$ cat config.mk
export PLATFORM = sky130hd
export DESIGN_NAME = pic_core
export DESIGN_NICKNAME = d
export VERILOG_FILES = /design/src/pic_pkg.sv /design/src/pic_res_if.sv /design/src/pic_resolve.sv /design/src/pic_core.sv
export VERILOG_INCLUDE_DIRS = /design/src /design/src/src
export SDC_FILE = /design/constraint.sdc
export NUM_CORES = 1
export LEC_CHECK = 0
export BUFFER_PORTS_ARGS = -buffer_cell sky130_fd_sc_hd__buf_2
export CAP_MARGIN = 40
export CORE_ASPECT_RATIO = 1.75
export CORE_UTILIZATION = 45
export DETAILED_ROUTE_END_ITERATION = 6
export PLACE_DENSITY = 0.62
export SLEW_MARGIN = 10
export SYNTH_ARGS = -nofsm -noshare
export SYNTH_HDL_FRONTEND = slang
export SYNTH_SLANG_ARGS = --single-unit
$ cat constraint.sdc
create_clock -name clk -period 4.8 [get_ports clk]
set_input_delay 0.24 -clock clk [delete_from_list [all_inputs] [get_ports clk]]
set_output_delay 0.24 -clock clk [all_outputs]
set_load 0.03 [all_outputs]
$ cat src/pic_defines.svh
// Purpose: Constants of the priority interrupt controller
// Assumes: Included by bare name from the design files
// Notes:   Bit positions refer to the 8-bit host data bus
`ifndef PIC_DEFINES_SVH
`define PIC_DEFINES_SVH

// ==========================================================
// Command word field positions
`define PIC_INIT1_FLAG 4
`define PIC_INIT1_TRIG 3
`define PIC_INIT1_INTV 2
`define PIC_INIT1_LONE 1
`define PIC_INIT1_NEED4 0
`define PIC_OP_KIND 3
`define PIC_OP3_ENSPEC 6
`define PIC_OP3_SPEC 5
`define PIC_OP3_POLL 2
`define PIC_OP3_RDEN 1
`define PIC_OP3_RDSEL 0

// ==========================================================
// Fixed values and reset values
`define PIC_CALL_OPCODE 8'hCD
`define PIC_SPUR_LEVEL 3'h7
`define PIC_LOWEST_RST 3'h7
`define PIC_SYNC_RST 25'h1FF_FFFF
`define PIC_LAST_CALL 2'h3
`define PIC_LAST_PTR 2'h2

`endif

$ cat src/pic_pkg.sv
// Purpose: Types shared by the priority interrupt controller
// Assumes: Constants live in pic_defines.svh
// Notes:   Binary state codes are written out
package pic_pkg;
   typedef enum logic [1:0] {
      PIC_READY = 2'b00,
      PIC_WAIT2 = 2'b01,
      PIC_WAIT3 = 2'b10,
      PIC_WAIT4 = 2'b11
   } pic_init_t;
endpackage : pic_pkg

$ cat src/pic_res_if.sv
// Purpose: Carries request and service vectors to the priority resolver
// Assumes: One controller and one resolver per instance
// Notes:   Results are combinational
`timescale 1ns/10ps
interface pic_res_if;
   logic [7:0] req_vec;
   logic [7:0] svc_vec;
   logic [2:0] lowest;
   logic req_ok;
   logic [2:0] req_lvl;
   logic svc_any;
   logic [2:0] svc_lvl;
   modport ctl(output req_vec, svc_vec, lowest, input req_ok, req_lvl, svc_any, svc_lvl);
   modport res(input req_vec, svc_vec, lowest, output req_ok, req_lvl, svc_any, svc_lvl);
endinterface : pic_res_if

$ cat src/pic_resolve.sv
// Purpose: Rotating priority resolver for eight levels
// Assumes: Level after lowest is the highest priority
// Notes:   A request wins only against strictly lower in-service priority
`timescale 1ns/10ps
module pic_resolve #(parameter int WIDTH = 8) (
   pic_res_if.res rif
);
   if (WIDTH != 8) begin : g_chk
      $error("pic_resolve: only eight levels are served");
   end

   // ==========================================================
   // Rank search: bit 3 set when any bit is set
   function automatic logic [3:0] first_rank(input logic [7:0] v, input logic [2:0] low);
      logic [15:0] dbl;
      logic [3:0] res;
      dbl = {v, v} >> (3'(low + 3'd1));
      res = 4'h0;
      for (int k = 7; k >= 0; k--) begin
         if (dbl[k]) begin
            res = {1'b1, 3'(k)};
         end
      end
      return res;
   endfunction : first_rank

   logic [3:0] r_rank;
   logic [3:0] s_rank;
   assign r_rank = first_rank(rif.req_vec, rif.lowest);
   assign s_rank = first_rank(rif.svc_vec, rif.lowest);
   assign rif.req_ok = r_rank[3] & (~s_rank[3] | (r_rank[2:0] < s_rank[2:0]));
   assign rif.req_lvl = 3'(r_rank[2:0] + rif.lowest + 3'd1);
   assign rif.svc_any = s_rank[3];
   assign rif.svc_lvl = 3'(s_rank[2:0] + rif.lowest + 3'd1);
endmodule : pic_resolve

$ cat src/pic_core.sv
// Purpose: Eight-input priority interrupt controller behind a host port
// Assumes: All pins are asynchronous to clk and pass two flip-flops
// Notes:   Strobes act on their synchronised edges, a few cycles late
//
// What this block does
// - Pointer mode, first acknowledge: data bus left undriven.
// - Pointer mode, second acknowledge: drive 8-bit pointer, ending the cycle.
// - Pointer mode with auto end: in-service clears at second pulse trailing edge.
// - Rising request sets pending bit; mask and priority decide the interrupt.
// - Request gone before first acknowledge: answer as line 7, no in-service bit.
// - Call mode, first acknowledge: drive call opcode CD hex.
// - Call mode: low vector byte on pulse two, high byte on three.
// - Interval four: address bits 7..5, level in 4..2, zeros below.
// - Read strobe low drives status; port select and the poll and read-select bits pick the word.
// - Cascade lines are outputs in a cascaded master, inputs in slave; a lone chip leaves them undriven.
// - Write, port select low, data bit 4 set starts initialization.
// - First word clears mask, special mask, sets line 7 lowest, pending reads.
// - Lone-chip flag skips third word; else third word names slaves.
// - Cascaded call mode: master gives opcode, slave vectors; pointer from slave.
// - Master when unbuffered with pin high, or buffered with primary bit set.
// - Slave matches its 3-bit code on cascade lines, then outputs vector.
// - Fourth word only when requested; sets nesting, buffer, role, auto end, mode.
// - Rotate with end rotates on non-specific end; rotate alone sets flip-flop.
// - Specific end clears named level; non-specific clears highest in service.
// - Special mask mode: end never clears masked in-service bits.
// - Auto end mode ends at last pulse until a fourth word, or a first word without one, changes it.
// - Auto rotation makes the just serviced level lowest priority.
// - Read with port select high returns the mask register.
// - Status selection persists; poll overrides status read.
// - Edge mode needs a rising edge; level mode a held high.
`timescale 1ns/10ps
`include "pic_defines.svh"
module pic_core import pic_pkg::*; (
   input wire logic clk,
   input wire logic arst_n,
   input wire logic cs_n,
   input wire logic rd_n,
   input wire logic wr_n,
   input wire logic port_select,
   input wire logic [7:0] d_in,
   output logic [7:0] d_out,
   output logic d_oe,
   input wire logic irq_ack_n,
   output logic int_out,
   input wire logic [7:0] req_lines,
   input wire logic [2:0] cas_in,
   output logic [2:0] cas_out,
   output logic cas_oe,
   input wire logic primary_pin_n
);
   function automatic logic [7:0] pic_bit(input logic [2:0] n);
      return 8'h01 << n;
   endfunction : pic_bit

   // ==========================================================
   // Pin synchronisers; third stage gives edges
   logic [24:0] sync1, sync2, sync3;
   always_ff @(posedge clk or negedge arst_n) begin
      if (!arst_n) begin
         sync1 <= `PIC_SYNC_RST;
         sync2 <= `PIC_SYNC_RST;
         sync3 <= `PIC_SYNC_RST;
      end else begin
         sync1 <= {req_lines, d_in, cas_in, rd_n, wr_n, cs_n, port_select, irq_ack_n, primary_pin_n};
         sync2 <= sync1;
         sync3 <= sync2;
      end
   end

   logic [7:0] s_req, s_d, p_req, p_d;
   logic [2:0] s_cas, p_cas;
   logic s_rd_n, s_wr_n, s_cs_n, s_sel, s_ack_n, s_prim;
   logic p_rd_n, p_wr_n, p_cs_n, p_sel, p_ack_n, p_prim;
   assign {s_req, s_d, s_cas, s_rd_n, s_wr_n, s_cs_n, s_sel, s_ack_n, s_prim} = sync2;
   assign {p_req, p_d, p_cas, p_rd_n, p_wr_n, p_cs_n, p_sel, p_ack_n, p_prim} = sync3;

   // ==========================================================
   // State
   pic_init_t init_st;
   logic [7:0] mask_reg, in_service_reg, arm, vec_hi, casc_cfg;
   logic [2:0] lowest, addr_hi, ack_lvl;
   logic [1:0] ack_cnt;
   logic lvl_mode, intv4, lone_chip_flag, need_fourth_word;
   logic nest_mode, buf_mode, ms_bit, auto_end_mode, ptr_mode;
   logic special_mask_mode, read_service, poll, rot_auto, spur, sel;

   pic_res_if rif();
   pic_resolve #(.WIDTH(8)) u_res (.rif(rif.res));

   // ==========================================================
   // Host port decode; write data is taken as it stood before the rising strobe
   logic wr_ev, w_init1, w_hi, w_op2, w_op3, rd_act, rd_end, ready;
   logic [7:0] wd;
   logic [2:0] cmd, level_field;
   assign ready = (init_st == PIC_READY);
   assign wr_ev = s_wr_n & ~p_wr_n & ~p_cs_n;
   assign wd = p_d;
   assign w_init1 = wr_ev & ~p_sel & wd[`PIC_INIT1_FLAG];
   assign w_hi = wr_ev & p_sel;
   assign w_op2 = wr_ev & ~p_sel & ~wd[`PIC_INIT1_FLAG] & ~wd[`PIC_OP_KIND] & ready;
   assign w_op3 = wr_ev & ~p_sel & ~wd[`PIC_INIT1_FLAG] & wd[`PIC_OP_KIND] & ready;
   assign rd_act = ~s_rd_n & ~s_cs_n;
   assign rd_end = s_rd_n & ~p_rd_n & ~p_cs_n & ~p_sel;
   assign cmd = wd[7:5];
   assign level_field = wd[2:0];

   // Word 2 commands: rotate, level choice, end
   logic ns_cmd, sp_cmd, rot_ns, rot_sp, set_prio, rot_set, rot_clr;
   assign ns_cmd = w_op2 & (cmd == 3'b001 | cmd == 3'b101);
   assign sp_cmd = w_op2 & (cmd == 3'b011 | cmd == 3'b111);
   assign rot_ns = w_op2 & (cmd == 3'b101);
   assign rot_sp = w_op2 & (cmd == 3'b111);
   assign set_prio = w_op2 & (cmd == 3'b110);
   assign rot_set = w_op2 & (cmd == 3'b100);
   assign rot_clr = w_op2 & (cmd == 3'b000);

   // ==========================================================
   // Acknowledge sequence and cascade
   logic ack_fall, ack_rise, acking, is_master, slave_line, cas_hit, own_vec;
   logic involved, seq_end, take1, auto_end, poll_take, next_sel;
   logic [1:0] last_cnt;
   assign ack_fall = ~s_ack_n & p_ack_n;
   assign ack_rise = s_ack_n & ~p_ack_n;
   assign acking = (ack_cnt != 2'h0);
   assign is_master = buf_mode ? ms_bit : s_prim;
   assign slave_line = ~lone_chip_flag & is_master & casc_cfg[ack_lvl];
   assign cas_hit = ~lone_chip_flag & ~is_master & (s_cas == casc_cfg[2:0]);
   assign involved = lone_chip_flag | is_master | sel;
   assign own_vec = lone_chip_flag | (is_master ? ~slave_line : sel);
   assign last_cnt = ptr_mode ? `PIC_LAST_PTR : `PIC_LAST_CALL;
   assign seq_end = ack_rise & acking & (ack_cnt >= last_cnt);
   assign take1 = ack_rise & (ack_cnt == 2'h1) & involved & ~spur;
   assign auto_end = seq_end & auto_end_mode & involved;
   assign poll_take = rd_end & poll & rif.req_ok;
   assign next_sel = (ack_fall & ~acking) ? 1'b0 : (sel | (~s_ack_n & acking & cas_hit));

   // ==========================================================
   // Pending, service and priority update
   logic [7:0] pending_reg, svc_vec, set_vec, clr_vec, next_service, next_arm;
   logic [2:0] set_lvl, next_low;
   logic ns_clear, sp_ok;
   assign pending_reg = s_req & ({8{lvl_mode}} | arm);
   assign svc_vec = special_mask_mode ? (in_service_reg & ~mask_reg) : in_service_reg;
   assign rif.req_vec = pending_reg & ~mask_reg;
   assign rif.svc_vec = svc_vec;
   assign rif.lowest = lowest;
   assign ns_clear = (ns_cmd | auto_end) & rif.svc_any;
   assign sp_ok = sp_cmd & ~(special_mask_mode & mask_reg[level_field]);
   assign set_lvl = poll_take ? rif.req_lvl : ack_lvl;
   assign set_vec = (take1 | poll_take) ? pic_bit(set_lvl) : 8'h00;
   assign clr_vec = (ns_clear ? pic_bit(rif.svc_lvl) : 8'h00) | (sp_ok ? pic_bit(level_field) : 8'h00);
   assign next_service = (in_service_reg & ~clr_vec) | set_vec;
   assign next_arm = (arm & ~set_vec) | (s_req & ~p_req);
   assign next_low = w_init1 ? `PIC_LOWEST_RST :
                     (rot_ns & rif.svc_any) ? rif.svc_lvl :
                     (rot_sp | set_prio) ? level_field :
                     (auto_end & rot_auto & rif.svc_any) ? rif.svc_lvl : lowest;

   // ==========================================================
   // Data bus selection; acknowledge takes precedence over reads
   logic [7:0] low_byte, ptr_byte, ack_byte, status_byte, next_dout;
   logic ack_oe, next_oe;
   assign low_byte = intv4 ? {addr_hi, ack_lvl, 2'b00} : {addr_hi[2:1], ack_lvl, 3'b000};
   assign ptr_byte = {vec_hi[7:3], ack_lvl};
   assign ack_oe = ~s_ack_n & (((ack_cnt == 2'h1) & ~ptr_mode & (lone_chip_flag | is_master)) |
                   ((ack_cnt == 2'h2) & own_vec) |
                   ((ack_cnt == 2'h3) & ~ptr_mode & own_vec));
   assign ack_byte = (ack_cnt == 2'h1) ? `PIC_CALL_OPCODE :
                     (ack_cnt == 2'h2) ? (ptr_mode ? ptr_byte : low_byte) : vec_hi;
   assign status_byte = s_sel ? mask_reg :
                        poll ? {rif.req_ok, 4'h0, rif.req_lvl} :
                        read_service ? in_service_reg : pending_reg;
   assign next_oe = ack_oe | (rd_act & s_ack_n);
   assign next_dout = ack_oe ? ack_byte : status_byte;

   // ==========================================================
   // Configuration and command words
   always_ff @(posedge clk or negedge arst_n) begin
      if (!arst_n) begin
         init_st <= PIC_READY;
         mask_reg <= 8'h00;
         addr_hi <= 3'h0;
         vec_hi <= 8'h00;
         casc_cfg <= 8'h00;
         {lvl_mode, intv4, lone_chip_flag, need_fourth_word} <= 4'h0;
         {nest_mode, buf_mode, ms_bit, auto_end_mode, ptr_mode} <= 5'h00;
         {special_mask_mode, read_service, poll, rot_auto} <= 4'h0;
      end else if (w_init1) begin
         init_st <= PIC_WAIT2;
         mask_reg <= 8'h00;
         addr_hi <= wd[7:5];
         lvl_mode <= wd[`PIC_INIT1_TRIG];
         intv4 <= wd[`PIC_INIT1_INTV];
         lone_chip_flag <= wd[`PIC_INIT1_LONE];
         need_fourth_word <= wd[`PIC_INIT1_NEED4];
         special_mask_mode <= 1'b0;
         read_service <= 1'b0;
         poll <= 1'b0;
         if (!wd[`PIC_INIT1_NEED4]) begin
            {nest_mode, buf_mode, ms_bit, auto_end_mode, ptr_mode} <= 5'h00;
         end
      end else if (w_hi) begin
         case (init_st)
            PIC_WAIT2: begin
               vec_hi <= wd;
               init_st <= !lone_chip_flag ? PIC_WAIT3 : (need_fourth_word ? PIC_WAIT4 : PIC_READY);
            end
            PIC_WAIT3: begin
               casc_cfg <= wd;
               init_st <= need_fourth_word ? PIC_WAIT4 : PIC_READY;
            end
            PIC_WAIT4: begin
               {nest_mode, buf_mode, ms_bit, auto_end_mode, ptr_mode} <= wd[4:0];
               init_st <= PIC_READY;
            end
            PIC_READY: mask_reg <= wd;
            default: init_st <= PIC_READY;
         endcase
      end else if (w_op3) begin
         if (wd[`PIC_OP3_ENSPEC]) begin
            special_mask_mode <= wd[`PIC_OP3_SPEC];
         end
         poll <= wd[`PIC_OP3_POLL];
         if (wd[`PIC_OP3_RDEN]) begin
            read_service <= wd[`PIC_OP3_RDSEL];
         end
      end else if (rot_set | rot_clr) begin
         rot_auto <= rot_set;
      end else if (rd_end) begin
         poll <= 1'b0;
      end
   end

   // ==========================================================
   // Service state, acknowledge counter and pins
   always_ff @(posedge clk or negedge arst_n) begin
      if (!arst_n) begin
         in_service_reg <= 8'h00;
         arm <= 8'h00;
         lowest <= `PIC_LOWEST_RST;
         ack_cnt <= 2'h0;
         ack_lvl <= 3'h0;
         spur <= 1'b0;
         sel <= 1'b0;
         int_out <= 1'b0;
         d_out <= 8'h00;
         d_oe <= 1'b0;
         cas_out <= 3'h0;
         cas_oe <= 1'b0;
      end else begin
         in_service_reg <= next_service;
         arm <= next_arm;
         lowest <= next_low;
         sel <= next_sel;
         if (ack_fall) begin
            ack_cnt <= (ack_cnt == 2'h3) ? ack_cnt : 2'(ack_cnt + 2'h1);
            if (!acking) begin
               ack_lvl <= rif.req_ok ? rif.req_lvl : `PIC_SPUR_LEVEL;
               spur <= ~rif.req_ok;
            end
         end else if (seq_end) begin
            ack_cnt <= 2'h0;
         end
         int_out <= ready & rif.req_ok & ~acking;
         d_out <= next_dout;
         d_oe <= next_oe;
         cas_out <= (acking & slave_line) ? ack_lvl : 3'h0;
         cas_oe <= is_master & ~lone_chip_flag;
      end
   end
endmodule : pic_core

==> results.yml <==
yosys:
  yosys.cell_types.count: 77
  synth-seq-cells: 152
  syn_inst: 671
  synth_common_cells: "dfrtp_1 (78), dfstp_2 (74), nand2_1 (72)"
  yosys.area.top_type: "dfrtp_1"
  yosysSeqAreaShare: 0.522
  synthMostInstantiatedCell: "dfrtp_1"
  synth-edff-count: 0
  synthesis.area_um2: 7470
  ys_top_cells_by_area: "dfrtp_1 (26%), dfstp_2 (26%), mux4_2 (4.8%)"
  ys_warn_count: 0
  synth_ff_type: "dfrtp_1"
  synth_nets: 710
  syn_area_per_cell_um2: 11.1
  synth_top_area_share: 0.261
  ys_async_sr_fraction: 1.00
finish:
  num_antenna_cells: 0
  top_regs: "sync1: 25 flops, sync2: 25 flops, sync3: 21 flops"
  post_route_cells_drive_above_1_share: 0.280
  nFillCells: 1403
  layout-area-overhead-vs-synth_pct: 17.4
  fin_util: 0.539
  final_nets: 779
grt:
  grt_max_degree: 102
  grt_pass1_vias: 5865
  antenna_found_initial: 0
  grt_overflow: 0
  grt_usage: 0.249
  grt_first_pass_wirelength_mm: 31.6
pwr:
  leakagePower_nw: 3.79
  peakVddDrop_mv: 0.710
  totalPowerFinal_mw: 6.34
  power_density_nw_per_um2: 722
floorplanning:
  die_x_um: 99.4
  num_io_pins: 41
  placementRows: 62
  core-area_um2: 16300
  die_h_um: 172
  die-area_um2: 17100
  start_util: 0.459
clocking:
  clockRootBuffer: "clkbuf_16"
  clkTransAtPathRegs_ps: 60
  htree_levels: 4
  cts.sinks: 152
  cts_inserted_buffers: 17
  cts_resized: 0
  clock_latency_ps: 420
  cts_tree: "yes"
  clockBufferDepth: 2
job:
  max_cap_viol_count: 0
worst_setup_path:
  worstSetupStartpointType: "flip-flop"
  worstPathArrival_ps: 4550
  path_cells: "ha_1 > nand2b_1 > nor3_1 > nor4_4 > o211ai_1 > nand4_1 > a21oi_1 > inv_1 > ha_1 > fa_1 > xor2_1 > xnor2_1 > buf_4 > nor3_1 > or3_1"
  crit_slowest_cell: "dfstp_2"
  reg2reg_depth: 15
  critPathKind: "reg2reg"
  path_max_fanout: 13
  cp_num_buf_inv: 2
  cp.required_ps: 5100
  cp-end-kind: "flip-flop"
  crit_family: "simple AND/OR/NAND/NOR gates"
  worst_path_largest_cell_delay_ps: 530
  cp_num_cells: 15
placement:
  gp_congestion: 1.02
  io_buffers: 40
  place_hpwl_mm: 14.6
outcome:
  status: "finished clean"
routing:
  drt_iter0_markers: 494
  vias_per_cell: 5.99
  wl_per_cell_um: 21.0
  finalWirelength_mm: 19.9
  drtAntennaViolNets: 0
  drc: 0
  drtPass1Iterations: 5
  num_vias: 5664
sta:
  worst_slew_pin_slew_ps: 792
  finalHoldViolCount: 0
  finalSetupTns_ps: 0
  finalCriticalPeriod_ps: 4260
  fin_skew_ps: 8.63
  relSlewSlack: 0.458
  fmax_mhz: 235
  whs_ps: 330
  rsz0062_at_grt: "no"
  post-route-period-util: 0.887
  setup_viol: 0
  maxSlewViolCount: 0
min_path:
  hold_class: "in2async"
worst paths after layout:
path / startpoint / to / slack (ps)
max reg2reg: lowest[0] / in_service_reg[3] / 540
min reg2reg: sync1[5] / sync2[5] / 350
max: lowest[0] / in_service_reg[3] / 540
min in group clk: sync1[5] / sync2[5] / 350
min: arst_n / sync1[10] / 330
max in group asynchronous: arst_n / mask_reg[2] / 3350
worst register-to-register path: stages, from the launching register on:
cell      delay [ps]
dfstp_2          530
ha_1             390
nand2b_1         290
nor3_1           400
nor4_4            90
o211ai_1         200
nand4_1          120
a21oi_1          390
inv_1             90
ha_1             210
fa_1             370
xor2_1           160
xnor2_1          240
buf_4            230
nor3_1            90
or3_1            340
cell families (layout without fill, tap and decap cells):
logic type               Yosys count  after routing  synth area share
AND/OR/NAND/NOR                  233            233             0.163
buffers and inverters             67            149            0.0390
XOR/XNOR                          10             10            0.0137
adder cells (fa/ha/maj)           12             12            0.0221
multiplexers                      53             53             0.100
flip-flops                       152            152             0.522
AO/OA/AOI/OAI                    144            144             0.140
per-layer routing:
| layer | vias up | global-route usage | part of all wire |
|---|---|---|---|
| met2 | 255 | 0.434 | 0.52 |
| met1 | 2739 | 0.261 | 0.35 |
| met3 | 92 | 0.0445 | 0.049 |
| met4 | 0 | 0.205 | 0.081 |
| met5 | - | 0 | 0 |
| li1 | 2578 | - | - |
cell usage in the layout (no fill, tap or decap), types with 16 or more instances in the layout:
master         count
nor2_1            50
nand3_1           17
dlygate4sd3_1     26
mux4_2            16
a21oi_1           25
clkbuf_16         17
mux2i_1           24
o21ai_0           19
buf_2             40
buf_4             16
nor3_1            22
nand2_1           72
dfstp_2           74
dfrtp_1           78
inv_1             31
final cells by class:
type / instances / area (um^2) / area share
clock buffers: 21 / 460 / 0.0525
multi-input cells: 452 / 3280 / 0.374
well taps: 192 / 240 / 0.0274
clock inverters: 11 / 148 / 0.0168
inverters: 32 / 123 / 0.0140
repair buffers: 85 / 623 / 0.0710
flip-flops and latches: 152 / 3900 / 0.444
repair_timing:
item	4_1_cts	5_1_grt
setup buffers	0	0
endpoints found under the setup margin	0	0
endpoints found under the hold margin	77	0
hold buffers	26	0
per-stage QoR:
stage          worst slack, ps  std cells  cell area, um^2
6_report                   543        945             8770
5_1_grt                    268        945             8770
4_1_cts                    588        944             8750
3_5_place_dp               614        886             7880
3_3_place_gp               329        883             7860
2_1_floorplan             1100        671             7470
report_power, final:
part / total [mW] / switching, mW / internal [mW]
combinational: 3.07 / 1.86 / 1.21
sequential: 1.90 / 0.330 / 1.57
clock: 1.36 / 0.515 / 0.846
total: 6.34 / 2.71 / 3.63
Note: power is estimated with default switching activity, not from simulation.
